[src/pkg/stc_pkg.sv]
// Constants, register map and types of the sixteen-bit timer/counter.
// Assumes an APB master with 32-bit data and an 8-bit byte address.
package stc_pkg;

   // Printed offsets are register indices; the byte address is four times the index.
   localparam logic [7:0] IDX_COUNT_LOW    = 8'h0E;
   localparam logic [7:0] IDX_COUNT_HIGH   = 8'h0F;
   localparam logic [7:0] IDX_CONTROL      = 8'h10;
   localparam logic [7:0] IDX_FLAGS        = 8'h11;
   localparam logic [7:0] IDX_ENABLES      = 8'h12;

   localparam logic [7:0] ADDR_COUNT_LOW   = 8'(IDX_COUNT_LOW * 4);
   localparam logic [7:0] ADDR_COUNT_HIGH  = 8'(IDX_COUNT_HIGH * 4);
   localparam logic [7:0] ADDR_CONTROL     = 8'(IDX_CONTROL * 4);
   localparam logic [7:0] ADDR_FLAGS       = 8'(IDX_FLAGS * 4);
   localparam logic [7:0] ADDR_ENABLES     = 8'(IDX_ENABLES * 4);

   // Field positions inside the control, flag and enable registers.
   localparam int         CTL_ON_POS       = 0;
   localparam int         CTL_SRC_POS      = 1;
   localparam int         CTL_SYNC_POS     = 2;
   localparam int         CTL_OSC_POS      = 3;
   localparam int         CTL_PS_POS       = 4;
   localparam int         FLAG_OVF_POS     = 0;
   localparam int         EN_OVF_POS       = 0;

   localparam logic [7:0] CONTROL_RESET    = 8'h00;
   localparam logic [7:0] CONTROL_MASK     = 8'h3F;
   localparam logic [3:0] MODE_SPECIAL_EVT = 4'hB;
   localparam logic [15:0] COUNT_MAX       = 16'hFFFF;
   localparam logic [15:0] COUNT_ZERO      = 16'h0000;
   localparam logic [2:0] PRESC_ZERO       = 3'h0;

   // Control register as stored; the two upper bits are reserved and read as zero.
   typedef struct packed {
      logic [1:0] reserved;
      logic [1:0] input_prescale_select;
      logic       crystal_osc_enable;
      logic       sync_disable;
      logic       clock_source_select;
      logic       counter_on;
   } stc_control_t;

   // Compare unit inputs travel together.
   typedef struct packed {
      logic [3:0]  compare_mode_field;
      logic [15:0] compare_value_pair;
   } stc_compare_t;

   // Internal phase clocks; one instruction cycle is four input clocks.
   typedef enum logic [1:0] {
      PH_Q1 = 2'b00,
      PH_Q2 = 2'b01,
      PH_Q3 = 2'b10,
      PH_Q4 = 2'b11
   } stc_phase_t;

endpackage : stc_pkg

[src/design/stc_timer.sv]
// Sixteen-bit timer/counter with prescaler, crystal oscillator and APB registers.
// Assumes pins are synchronous to pclk, pclk is the oscillator clock and presetn is power-on/brown-out.
//
// Function
// - Source select clear: count instruction cycles through the prescaler; sync disable ignored.
// - Source select set: count crystal input edges if oscillator on, else external pin.
// - Synchronized mode: input passes a prescaler first, then gets synchronized to phases.
// - Prescaler output sampled in Q2 and Q4; increment follows after a delay.
// - Synchronized counting in sleep freezes count while the prescaler keeps counting.
// - Sync disable set: count prescaled clock directly, runs in sleep, overflow wakes.
// - Reading either count byte while running gives a valid value.
// - Oscillator enable starts the crystal oscillator; it keeps running in sleep.
// - Compare special event match clears the count at its next clock edge.
// - A special event clear never sets the overflow flag.
// - Special event clear works only in internal or synchronized counting.
// - A count write in the same cycle as a special event clear wins for the byte written; the other byte clears.
// - No reset clears the count bytes; only the special event does.
// - Power-on reset clears control; counter stops with 1:1 prescale.
// - Any write to either count byte clears the prescaler.
// - Count wraps from maximum to zero and sets the overflow flag.
// - Counter advances only while counter on is set.
// - Overflow interrupt enable gates the overflow flag onto the request.
//
// Chosen here: the APB slave port.
`timescale 1ns/1ps

module stc_timer (
   input  wire  logic                  pclk,
   input  wire  logic                  presetn,
   input  wire  logic                  clk_en,
   input  wire  logic                  psel,
   input  wire  logic                  penable,
   input  wire  logic                  pwrite,
   input  wire  logic [7:0]            paddr,
   input  wire  logic [31:0]           pwdata,
   output logic       [31:0]           prdata,
   output logic                        pready,
   output logic                        pslverr,
   input  wire  logic                  ext_clock_pin,
   input  wire  logic                  crystal_in_pin,
   output logic                        crystal_out_pin,
   output logic                        osc_running,
   input  wire  logic                  sleep_mode,
   input  wire  stc_pkg::stc_compare_t compare_in,
   output logic                        overflow_irq,
   output logic                        wake_request,
   output logic       [15:0]           count_value
);
   import stc_pkg::*;

   stc_control_t control;
   stc_phase_t   phase;
   stc_phase_t   next_phase;
   logic [15:0]  count;
   logic [15:0]  next_count;
   logic [2:0]   presc_cnt;
   logic [2:0]   presc_mask;
   logic         overflow_flag;
   logic         overflow_int_enable;
   logic         ext_sel;
   logic         ext_prev;
   logic         ext_rise;
   logic         inst_tick;
   logic         raw_tick;
   logic         presc_tick;
   logic         presc_out;
   logic         sync_samp;
   logic         sync_prev;
   logic         sync_pend;
   logic         async_mode;
   logic         count_tick;
   logic         clear_now;
   logic         wrap_now;
   logic         acc;
   logic         wr;
   logic         wr_low;
   logic         wr_high;
   logic         cnt_wr;
   logic         flag_wr_clr;
   logic         addr_hit;
   logic [7:0]   read_byte;

   // APB decode; every access completes in its first access cycle.
   assign acc         = psel && penable;
   assign wr          = acc && pwrite && clk_en;
   assign wr_low      = wr && (paddr == ADDR_COUNT_LOW);
   assign wr_high     = wr && (paddr == ADDR_COUNT_HIGH);
   assign cnt_wr      = wr_low || wr_high;
   assign flag_wr_clr = wr && (paddr == ADDR_FLAGS) && !pwdata[FLAG_OVF_POS];
   assign addr_hit    = (paddr == ADDR_COUNT_LOW) || (paddr == ADDR_COUNT_HIGH) ||
                        (paddr == ADDR_CONTROL) || (paddr == ADDR_FLAGS) || (paddr == ADDR_ENABLES);
   assign pready      = 1'b1;
   assign pslverr     = acc && !addr_hit;

   always_comb begin
      read_byte = 8'h00;
      case (paddr)
         ADDR_COUNT_LOW:  read_byte = count[7:0];
         ADDR_COUNT_HIGH: read_byte = count[15:8];
         ADDR_CONTROL:    read_byte = control & CONTROL_MASK;
         ADDR_FLAGS:      read_byte = {7'h00, overflow_flag};
         ADDR_ENABLES:    read_byte = {7'h00, overflow_int_enable};
         default:         read_byte = 8'h00;
      endcase
   end

   // Read data is captured in the setup cycle, so a byte never changes while the master samples it.
   always_ff @(posedge pclk or negedge presetn) begin
      if (!presetn) begin
         prdata <= 32'h00000000;
      end else if (clk_en && psel && !penable) begin
         prdata <= {24'h000000, read_byte};
      end
   end

   // Only power-on or brown-out reset reaches the control register.
   always_ff @(posedge pclk or negedge presetn) begin
      if (!presetn) begin
         control <= CONTROL_RESET;
      end else if (wr && (paddr == ADDR_CONTROL)) begin
         control <= pwdata[7:0] & CONTROL_MASK;
      end
   end

   always_ff @(posedge pclk or negedge presetn) begin
      if (!presetn) begin
         overflow_int_enable <= 1'b0;
      end else if (wr && (paddr == ADDR_ENABLES)) begin
         overflow_int_enable <= pwdata[EN_OVF_POS];
      end
   end

   // Phase clocks run only while awake; the phase holds in sleep while the oscillator clock keeps running.
   always_comb begin
      case (phase)
         PH_Q1:   next_phase = PH_Q2;
         PH_Q2:   next_phase = PH_Q3;
         PH_Q3:   next_phase = PH_Q4;
         PH_Q4:   next_phase = PH_Q1;
         default: next_phase = PH_Q1;
      endcase
   end

   always_ff @(posedge pclk or negedge presetn) begin
      if (!presetn) begin
         phase <= PH_Q1;
      end else if (clk_en && !sleep_mode) begin
         phase <= next_phase;
      end
   end

   // Crystal amplifier: an inverter across the pins, switched off with the enable.
   always_ff @(posedge pclk or negedge presetn) begin
      if (!presetn) begin
         crystal_out_pin <= 1'b0;
      end else if (clk_en) begin
         crystal_out_pin <= control.crystal_osc_enable && !crystal_in_pin;
      end
   end

   assign osc_running = control.crystal_osc_enable;

   // Source selection and edge detection on the chosen input.
   assign ext_sel   = control.crystal_osc_enable ? crystal_in_pin : ext_clock_pin;
   assign ext_rise  = ext_sel && !ext_prev;
   assign inst_tick = (phase == PH_Q4) && !sleep_mode;
   assign raw_tick  = control.clock_source_select ? ext_rise : inst_tick;

   always_ff @(posedge pclk or negedge presetn) begin
      if (!presetn) begin
         ext_prev <= 1'b0;
      end else if (clk_en) begin
         ext_prev <= ext_sel;
      end
   end

   // Prescaler; ratio 2^n for select code n.
   always_comb begin
      case (control.input_prescale_select)
         2'b00:   presc_mask = 3'h0;
         2'b01:   presc_mask = 3'h1;
         2'b10:   presc_mask = 3'h3;
         2'b11:   presc_mask = 3'h7;
         default: presc_mask = 3'h0;
      endcase
   end

   assign presc_tick = raw_tick && ((presc_cnt & presc_mask) == presc_mask);

   // The prescaler keeps counting edges in sleep; writes to the count restart it.
   always_ff @(posedge pclk or negedge presetn) begin
      if (!presetn) begin
         presc_cnt <= PRESC_ZERO;
      end else if (clk_en) begin
         if (cnt_wr) begin
            presc_cnt <= PRESC_ZERO;
         end else if (control.counter_on && raw_tick) begin
            presc_cnt <= presc_cnt + 3'h1;
         end
      end
   end

   // Prescaler output level as seen by the synchronizer.
   always_comb begin
      case (control.input_prescale_select)
         2'b00:   presc_out = ext_sel;
         2'b01:   presc_out = presc_cnt[0];
         2'b10:   presc_out = presc_cnt[1];
         2'b11:   presc_out = presc_cnt[2];
         default: presc_out = ext_sel;
      endcase
   end

   // Synchronizer samples on Q2 and Q4 only and is powered down in sleep.
   always_ff @(posedge pclk or negedge presetn) begin
      if (!presetn) begin
         sync_samp <= 1'b0;
         sync_prev <= 1'b0;
         sync_pend <= 1'b0;
      end else if (clk_en && !sleep_mode) begin
         if ((phase == PH_Q2) || (phase == PH_Q4)) begin
            sync_samp <= presc_out;
            sync_prev <= sync_samp;
         end
         // One cycle of delay between the synchronized edge and the increment.
         sync_pend <= ((phase == PH_Q1) || (phase == PH_Q3)) && sync_samp && !sync_prev;
      end
   end

   assign async_mode = control.clock_source_select && control.sync_disable;

   always_comb begin
      count_tick = 1'b0;
      if (control.counter_on) begin
         if (!control.clock_source_select) begin
            count_tick = presc_tick;
         end else if (control.sync_disable) begin
            count_tick = presc_tick;
         end else begin
            count_tick = sync_pend && !sleep_mode;
         end
      end
   end

   // The trigger is not honoured in unsynchronized counting, where the compare result is unsafe.
   assign clear_now = count_tick && !async_mode &&
                      (compare_in.compare_mode_field == MODE_SPECIAL_EVT) &&
                      (count == compare_in.compare_value_pair);
   assign wrap_now  = count_tick && !clear_now && (count == COUNT_MAX) && !cnt_wr;

   always_comb begin
      next_count = count;
      if (clear_now) begin
         next_count = COUNT_ZERO;
      end else if (count_tick) begin
         next_count = count + 16'h0001;
      end
      // A write collides with an increment by overwriting its byte.
      if (wr_low) begin
         next_count[7:0] = pwdata[7:0];
      end
      if (wr_high) begin
         next_count[15:8] = pwdata[7:0];
      end
   end

   // The count has no reset at all; it starts unknown until written or cleared.
   always_ff @(posedge pclk) begin
      if (clk_en) begin
         count <= next_count;
      end
   end

   assign count_value = count;

   // Software clears the flag by writing zero; a wrap in the same cycle wins.
   always_ff @(posedge pclk or negedge presetn) begin
      if (!presetn) begin
         overflow_flag <= 1'b0;
      end else if (clk_en) begin
         if (wrap_now) begin
            overflow_flag <= 1'b1;
         end else if (flag_wr_clr) begin
            overflow_flag <= 1'b0;
         end
      end
   end

   assign overflow_irq = overflow_flag && overflow_int_enable;
   assign wake_request = overflow_irq && sleep_mode;

   int_phase_a: assert property (@(posedge pclk) disable iff (!presetn)
      (count_tick && !control.clock_source_select) |-> (phase == PH_Q4) && !sleep_mode)
      else $error("internal count tick outside Q4");

   src_sel_a: assert property (@(posedge pclk) disable iff (!presetn)
      ($past(clk_en) && ext_rise) |->
         (control.crystal_osc_enable ? (crystal_in_pin && !$past(crystal_in_pin)) :
                                       (ext_clock_pin && !$past(ext_clock_pin))))
      else $error("edge taken from wrong source pin");

   sync_hold_a: assert property (@(posedge pclk) disable iff (!presetn)
      (phase != PH_Q2 && phase != PH_Q4) |=> $stable(sync_samp))
      else $error("synchronizer sampled outside Q2 and Q4");

   sync_delay_a: assert property (@(posedge pclk) disable iff (!presetn)
      sync_pend |-> $past(sync_samp) && !$past(sync_prev))
      else $error("sync increment without sampled edge");

   sleep_freeze_a: assert property (@(posedge pclk) disable iff (!presetn)
      (sleep_mode && control.clock_source_select && !control.sync_disable && !cnt_wr) |=> $stable(count))
      else $error("synchronized count moved during sleep");

   async_run_a: assert property (@(posedge pclk) disable iff (!presetn)
      (clk_en && async_mode && control.counter_on && presc_tick && !cnt_wr && count != COUNT_MAX)
      |=> count == $past(count) + 16'h0001)
      else $error("asynchronous count did not advance");

   trig_clear_a: assert property (@(posedge pclk) disable iff (!presetn)
      (clk_en && clear_now && !cnt_wr) |=> count == COUNT_ZERO)
      else $error("special event did not clear count");

   trig_noflag_a: assert property (@(posedge pclk) disable iff (!presetn)
      (clk_en && clear_now && !overflow_flag) |=> !overflow_flag)
      else $error("special event set overflow flag");

   write_wins_a: assert property (@(posedge pclk) disable iff (!presetn)
      (wr_low && !wr_high) |=> count[7:0] == $past(pwdata[7:0]))
      else $error("count write lost");

   presc_clear_a: assert property (@(posedge pclk) disable iff (!presetn)
      cnt_wr |=> presc_cnt == PRESC_ZERO)
      else $error("prescaler not cleared by count write");

   wrap_flag_a: assert property (@(posedge pclk) disable iff (!presetn)
      (clk_en && wrap_now) |=> (count == COUNT_ZERO) && overflow_flag)
      else $error("wrap did not zero count and set flag");

   off_hold_a: assert property (@(posedge pclk) disable iff (!presetn)
      (!control.counter_on && !cnt_wr) |=> $stable(count))
      else $error("count moved while stopped");

   irq_gate_a: assert property (@(posedge pclk) disable iff (!presetn)
      overflow_irq == (overflow_flag && overflow_int_enable))
      else $error("interrupt request not gated by enable");

endmodule : stc_timer

[config.mk]
export PLATFORM = sky130hd
export DESIGN_NAME = stc_timer
export DESIGN_NICKNAME = d
export VERILOG_FILES = /design/src/pkg/stc_pkg.sv /design/src/design/stc_timer.sv
export SDC_FILE = /design/constraint.sdc
export NUM_CORES = 1
export LEC_CHECK = 0
export BUFFER_PORTS_ARGS = -buffer_cell sky130_fd_sc_hd__clkbuf_2
export CAP_MARGIN = 40
export CELL_PAD_IN_SITES_DETAIL_PLACEMENT = 0
export CELL_PAD_IN_SITES_GLOBAL_PLACEMENT = 1
export CORE_MARGIN = 2
export CORE_UTILIZATION = 39
export CTS_BUF_LIST = sky130_fd_sc_hd__clkbuf_8 sky130_fd_sc_hd__clkbuf_16
export DETAILED_ROUTE_END_ITERATION = 10
export PLACE_DENSITY_LB_ADDON = 0.1
export SLEW_MARGIN = 0
export SYNTH_ARGS = -nofsm -noshare
export SYNTH_HDL_FRONTEND = slang
export SYNTH_SLANG_ARGS = --single-unit
[constraint.sdc]
create_clock -name pclk -period 6.05 [get_ports pclk]
set_input_delay 0.3025 -clock pclk [delete_from_list [all_inputs] [get_ports pclk]]
set_output_delay 0.3025 -clock pclk [all_outputs]
set_load 0.02 [all_outputs]
==> results of run 1 <==
==> logic make-up after synthesis <==
group	Yosys count	share of synthesized area, %
simple gates	98	18.2
mux	31	11.8
fa+ha+maj	6	2.48
other cells	2	0.248
buf+inv	46	8.94
compound gates	46	11.7
flops	42	37.4
xor+xnor	32	9.27
==> stage by stage <==
| stage | power, uW | setup slack (ns) |
|---|---|---|
| after global placement | 430 | 2.78 |
| after CTS | 621 | 3.43 |
| after floorplan | 406 | 3.63 |
| after global routing | 649 | 3.34 |
| final | 616 | 3.44 |
| after detailed placement | 433 | 3.11 |
==> cell type report <==
class | count | share of cell area (%)
sequential | 42 | 32.5
tap | 102 | 3.67
inverter | 10 | 1.08
clock inverter | 3 | 0.576
timing repair buffer | 75 | 11.0
clock buffer | 5 | 1.98
multi-input combinational | 238 | 49.1
==> cell usage in the layout (no fill, tap or decap), types with 2 or more instances in the layout <==
cell and n:
clkbuf_2 73, nor2_1 28, xor2_1 28, dfrtp_1 26
conb_1 25, mux2i_1 22, a21oi_1 17, nand2_1 16
edfxtp_1 16, nor4_1 12, nand3_1 11, inv_1 10
a22o_1 6, mux2_4 6, ha_1 6, o21ai_0 5
o2bb2ai_1 5, clkbuf_8 5, nand4_1 4, xnor2_1 4
nor3_1 4, nand3b_1 3, nand4b_1 2, nand2b_1 2
nor3_2 2, and3_1 2, or2_2 2, a31oi_1 2
o31ai_1 2
==> layer usage <==
layer / global-route usage [%] / up-vias / routed length [um]
met5: 0 / - / 0
met4: 4.48 / 0 / 59
met3: 2.88 / 4 / 439
met2: 31.6 / 82 / 3770
met1: 26.4 / 1136 / 3680
li1: - / 1181 / -
==> registers in the layout, summed over array words and instances (netlist names) <==
name,count
sync_pend,1
sync_prev,1
ext_prev,1
overflow_int_enable,1
osc_running,1
control,5
count_value,16
presc_cnt,3
sync_samp,1
phase,2
crystal_out_pin,1
prdata,8
overflow_flag,1
==> synthesized netlist by cell type, types with 2 or more instances <==
master | n | share of area [%]
o21ai_0 | 5 | 0.83
nor2_1 | 28 | 3.5
a31oi_1 | 2 | 0.41
dfrtp_1 | 26 | 22
ha_1 | 6 | 2.5
a21oi_1 | 17 | 2.8
nand4_1 | 4 | 0.83
buf_4 | 25 | 6.2
clkbuf_1 | 7 | 0.87
mux2_4 | 6 | 3.0
nand3_1 | 11 | 1.8
nor3_2 | 2 | 0.66
and3_1 | 2 | 0.41
a22o_1 | 6 | 1.7
xnor2_1 | 4 | 1.2
edfxtp_1 | 16 | 16
conb_1 | 2 | 0.25
mux2i_1 | 22 | 7.3
inv_1 | 10 | 1.2
o2bb2ai_1 | 5 | 1.4
nor3_1 | 4 | 0.66
nand2b_1 | 2 | 0.41
nand4b_1 | 2 | 0.58
or2_2 | 2 | 0.41
buf_2 | 3 | 0.50
nor4_1 | 12 | 2.5
nand2_1 | 16 | 2.0
nand3b_1 | 3 | 0.74
o31ai_1 | 2 | 0.50
xor2_1 | 28 | 8.1
==> power groups by stage <==
stage          logic (uW)  clock network (uW)  registers [uW]
3_5_place_dp          102                   0             331
3_3_place_gp         99.9                   0             330
5_1_grt               117                 205             327
2_1_floorplan        79.3                   0             327
6_report              101                 190             325
4_1_cts               103                 193             325
==> how the worst min path moves through the flow <==
stage	slack [ns]	from	end	cells after the start
after floorplan	0.007	presetn	control[0]	0
final	0.008	presetn	phase[0]	1
after CTS	0.04	presetn	crystal_out_pin	1
after global placement	0.37	presetn	phase[0]	1
after global routing	0.07	presetn	phase[0]	1
after detailed placement	0.37	presetn	phase[0]	1
==> results.json, run 1 <==
{
  "pwr-share-clk_pct": 30.8,
  "cp_num_cells": 6,
  "final_core_util_pct": 45.7,
  "cp_data_required_time_ns": 6.07,
  "clock_latency_ns": 0.30,
  "dp_cells": 467,
  "final_cells": 475,
  "drive_above_1_share_pct": 27.9,
  "ys_types": 53,
  "p_int_uw": 430,
  "synth_edf_count": 16,
  "synth-async-reset-ratio_pct": 61.9,
  "avgViaCountPerCell": 5.06,
  "p_switching_uw": 185,
  "portBuffers": 73,
  "route.detailed.drc": 0,
  "clock_sinks": 42,
  "p_leak_uw": 0.00164,
  "ios": 123,
  "ys_seq_area_share_pct": 37.4,
  "hold_class": "input pin to async pin",
  "reg2reg_from": "phase[0]",
  "cap_violations": 0,
  "seqPwrFrac_pct": 52.7,
  "tns_ns": 0,
  "path_buf_inv": 2,
  "wl_per_cell_um": 16.7,
  "final_cell_area_sq_um": 3480,
  "drv_slew": 0,
  "hold_viol": 0,
  "hpwl_mm": 6.18,
  "crit_type": "input pin to flip-flop",
  "coreArea_sq_um": 7610,
  "grt_start_max_net_pins": 27,
  "routed_wl_mm": 7.94,
  "synth_area_sq_um": 3020,
  "fin_crit_ns": 2.61,
  "start_util_pct": 39.7,
  "synthFlopType": "dfrtp_1",
  "maxSlewHeadroom_pct": 52.3,
  "vias": 2403,
  "placed_area_sq_um": 3390,
  "cts-hold-fix-buffers": 0,
  "die_y_um": 92.0,
  "overflow": 0,
  "rows": 32,
  "seqCellArea_sq_um": 1130,
  "die_x_um": 92.0,
  "die_area_sq_um": 8470,
  "crit_fanout": 17,
  "status": "finished clean",
  "cts_setup_buffers": 0,
  "grt_pass1_wl_mm": 12.5,
  "crit_path_end": "count_value[14]",
  "final_nets": 447,
  "rsz0062_at_grt": "no",
  "combPwrFrac_pct": 16.5,
  "ir_drop_v": 0.0000738,
  "end_kind": "flip-flop",
  "antenna_found_initial": 0,
  "antenna_cells": 0,
  "fin_crit_sh_pct": 43.1,
  "gp_congestion": 0.823,
  "drtIter0Drc": 92,
  "avgSynthCellArea_sq_um": 9.98,
  "tightest_slew_ns": 0.713,
  "power_density_nw_per_um2": 177,
  "ff2ff_setup_slack_ns": 3.60,
  "max_freq_mhz": 384,
  "swShare_pct": 30.1,
  "cp_cell_sequence": "clkbuf_2 -> nand4_1 -> nor3_2 -> nand2_1 -> a31oi_1 -> buf_4",
  "cts_tree": "built",
  "grt_pass1_vias": 2332,
  "cts_inserted_buffers": 5,
  "nFillCells": 798,
  "rr_endpoint": "count_value[12]",
  "grt.total_usage_pct": 19.1,
  "ys_warn_count": 0,
  "area_growth_syn_to_layout_pct": 15.0,
  "route.antenna.remaining_nets": 0,
  "skew_ns": 0.00302,
  "cts_root_buf": "clkbuf_8",
  "slowest_stage": "nand2_1",
  "htree_num_levels": 2,
  "multi_input_area_sq_um": 1710,
  "cts_buffer_depth": 2,
  "critPathArrivalTime_ns": 2.63,
  "path_delay_family": "simple AND/OR/NAND/NOR gates",
  "cp-startpoint": "clk_en",
  "cts_resized": 0,
  "setup-violations-final": 0,
  "critical_path.max_stage_delay_ns": 0.55,
  "cp-start-kind": "input pin",
  "synth_cells": 303,
  "fin_hold_ws_ns": 0.00834,
  "first_pass_iters": 4,
  "reg2reg_depth": 6,
  "clk_pin_slew_ns": 0.09,
  "synth-seq-cells": 42
}
Note: power is estimated with default switching activity, not from simulation.
==> run 2: changes to the inputs <==
- CORE_UTILIZATION: 39 -> 36
- clock period: 6.05 -> 2.6 ns (I/O delays scaled with it)
==> run 2 against run 1 <==
Critical endpoint is now count_value[4]. Hold slack better by 0.13 ns. Largest power group unchanged. Cell count is 3.4% higher. Setup slack got worse by 3.1 ns.
==> results.json, run 2 (synthesis gave the netlist of run 1 again) <==
{
  "status": "finished clean",
  "hpwl_mm": 6.60,
  "combPwrFrac_pct": 16.2,
  "cp_cell_sequence": "ha_1 -> or4bb_1 -> o31ai_2 -> o2111ai_4 -> a2111oi_4 -> buf_4 -> nor2_1",
  "coreArea_sq_um": 8180,
  "crit_fanout": 7,
  "drive_above_1_share_pct": 29.8,
  "seqPwrFrac_pct": 51.0,
  "cts_inserted_buffers": 5,
  "largest_register_ffs": 16,
  "critical_path.max_stage_delay_ns": 0.42,
  "p_leak_uw": 0.00171,
  "area_growth_syn_to_layout_pct": 18.8,
  "rsz0062_at_grt": "no",
  "skew_ns": 0.00896,
  "max_freq_mhz": 437,
  "p_switching_uw": 418,
  "cap_violations": 0,
  "nFillCells": 852,
  "clock_sinks": 42,
  "maxSlewHeadroom_pct": 56.6,
  "tns_ns": 0,
  "cts_resized": 0,
  "avgViaCountPerCell": 4.99,
  "cts_setup_buffers": 0,
  "drtIter0Drc": 98,
  "drv_slew": 0,
  "wl_per_cell_um": 16.9,
  "grt_start_max_net_pins": 27,
  "grt.total_usage_pct": 19.0,
  "die_x_um": 95.6,
  "rows": 33,
  "grt_pass1_wl_mm": 12.8,
  "antenna_found_initial": 0,
  "hold_class": "input pin to flip-flop",
  "die_area_sq_um": 9150,
  "setup-violations-final": 0,
  "power_density_nw_per_um2": 411,
  "route.detailed.drc": 0,
  "swShare_pct": 28.3,
  "end_kind": "flip-flop",
  "dpl_worst_slack_ns": 0.325,
  "pwr-share-clk_pct": 32.8,
  "first_pass_iters": 4,
  "antenna_cells": 0,
  "overflow": 0,
  "p_int_uw": 1060,
  "critPathArrivalTime_ns": 2.35,
  "cts_buffer_depth": 2,
  "fin_crit_sh_pct": 88.1,
  "fin_hold_ws_ns": 0.139,
  "routed_wl_mm": 8.31,
  "grt_pass1_vias": 2335,
  "ios": 123,
  "slowest_stage": "or4bb_1",
  "clock_latency_ns": 0.30,
  "tightest_slew_ns": 0.651,
  "hold_viol": 0,
  "final_nets": 460,
  "multi_input_area_sq_um": 1710,
  "ir_drop_v": 0.000226,
  "gp_congestion": 0.865,
  "cp-start-kind": "flip-flop",
  "fin_crit_ns": 2.29,
  "dp_cells": 482,
  "seqCellArea_sq_um": 1130,
  "route.antenna.remaining_nets": 0,
  "clk_pin_slew_ns": 0.09,
  "worst_slack_ns": 0.310,
  "portBuffers": 73,
  "layout_commonest_cell": "clkbuf_2",
  "cts_tree": "built",
  "final_cells": 491,
  "htree_num_levels": 2,
  "layout.cells.most_common_list": "73 x clkbuf_2, 28 x nor2_1, 28 x xor2_1",
  "vias": 2452,
  "start_util_pct": 37.0,
  "crit_type": "flip-flop to flip-flop",
  "die_y_um": 95.6,
  "cts_root_buf": "clkbuf_8",
  "cp_data_required_time_ns": 2.66
}
## run 2: changes by cell type in the layout (fill, tap and decap cells not counted), sizes merged
cell         previous run  this run
dlygate4sd3             0         1
inv                    11        12
clkbuf                 78        79
buf                     2        14
clkinv                  2         0
## run 2: layout make-up
| cell class | instances | share of cell area, % |
|---|---|---|
| clock buffer | 6 | 2.61 |
| sequential | 42 | 31.5 |
| timing repair buffer | 88 | 13.4 |
| clock inverter | 2 | 0.279 |
| tap | 105 | 3.66 |
| multi-input combinational | 238 | 47.5 |
| inverter | 10 | 1.04 |
## run 2: metal layers
metal | track usage, % | part of all wire, %
met2 | 30.8 | 47
met4 | 4.52 | 1.6
met1 | 26.4 | 47
met3 | 3.08 | 4.3
met5 | 0 | 0
## run 2: timing repair
| action | 4_1_cts | 5_1_grt |
|---|---|---|
| setup endpoints to repair | 0 | 0 |
| hold buffers | 1 | 0 |
| hold endpoints to repair | 26 | 0 |
## run 2: per-stage QoR
step,utilization (%),total power [uW],cell area [sq um]
floorplan,-,945,3110
global placement,42.5,1000,3480
detailed placement,42.5,1010,3480
CTS,43.9,1490,3590
global route,43.9,1570,3590
finish,43.9,1480,3590
## run 2: worst paths after layout
kind,start,to,slack [ns],cells after the start
setup / recovery,phase[0],count_value[4],0.31,7
hold / removal,pwdata[1],control[1],0.14,2
setup reg to reg,phase[0],count_value[4],0.31,7
hold reg to reg,sync_prev,sync_pend,0.48,1
max in group asynchronous,presetn,overflow_flag,1.79,2
min in group asynchronous,presetn,presc_cnt[0],0.38,2
## run 2: power groups by stage
stage / clock network, uW / logic (uW) / registers [uW]
6_report: 484 / 239 / 753
5_1_grt: 528 / 277 / 760
3_3_place_gp: 0 / 233 / 767
3_5_place_dp: 0 / 241 / 766
4_1_cts: 499 / 243 / 754
2_1_floorplan: 0 / 185 / 760
## run 2: critical path: cells and delay by family (launching register included)
kind,cells,cell delay (ns)
AO/OA/AOI/OAI,3,0.75
adder cells (fa/ha/maj),1,0.20
buffers and inverters,1,0.22
flip-flops,1,0.40
AND/OR/NAND/NOR,2,0.48
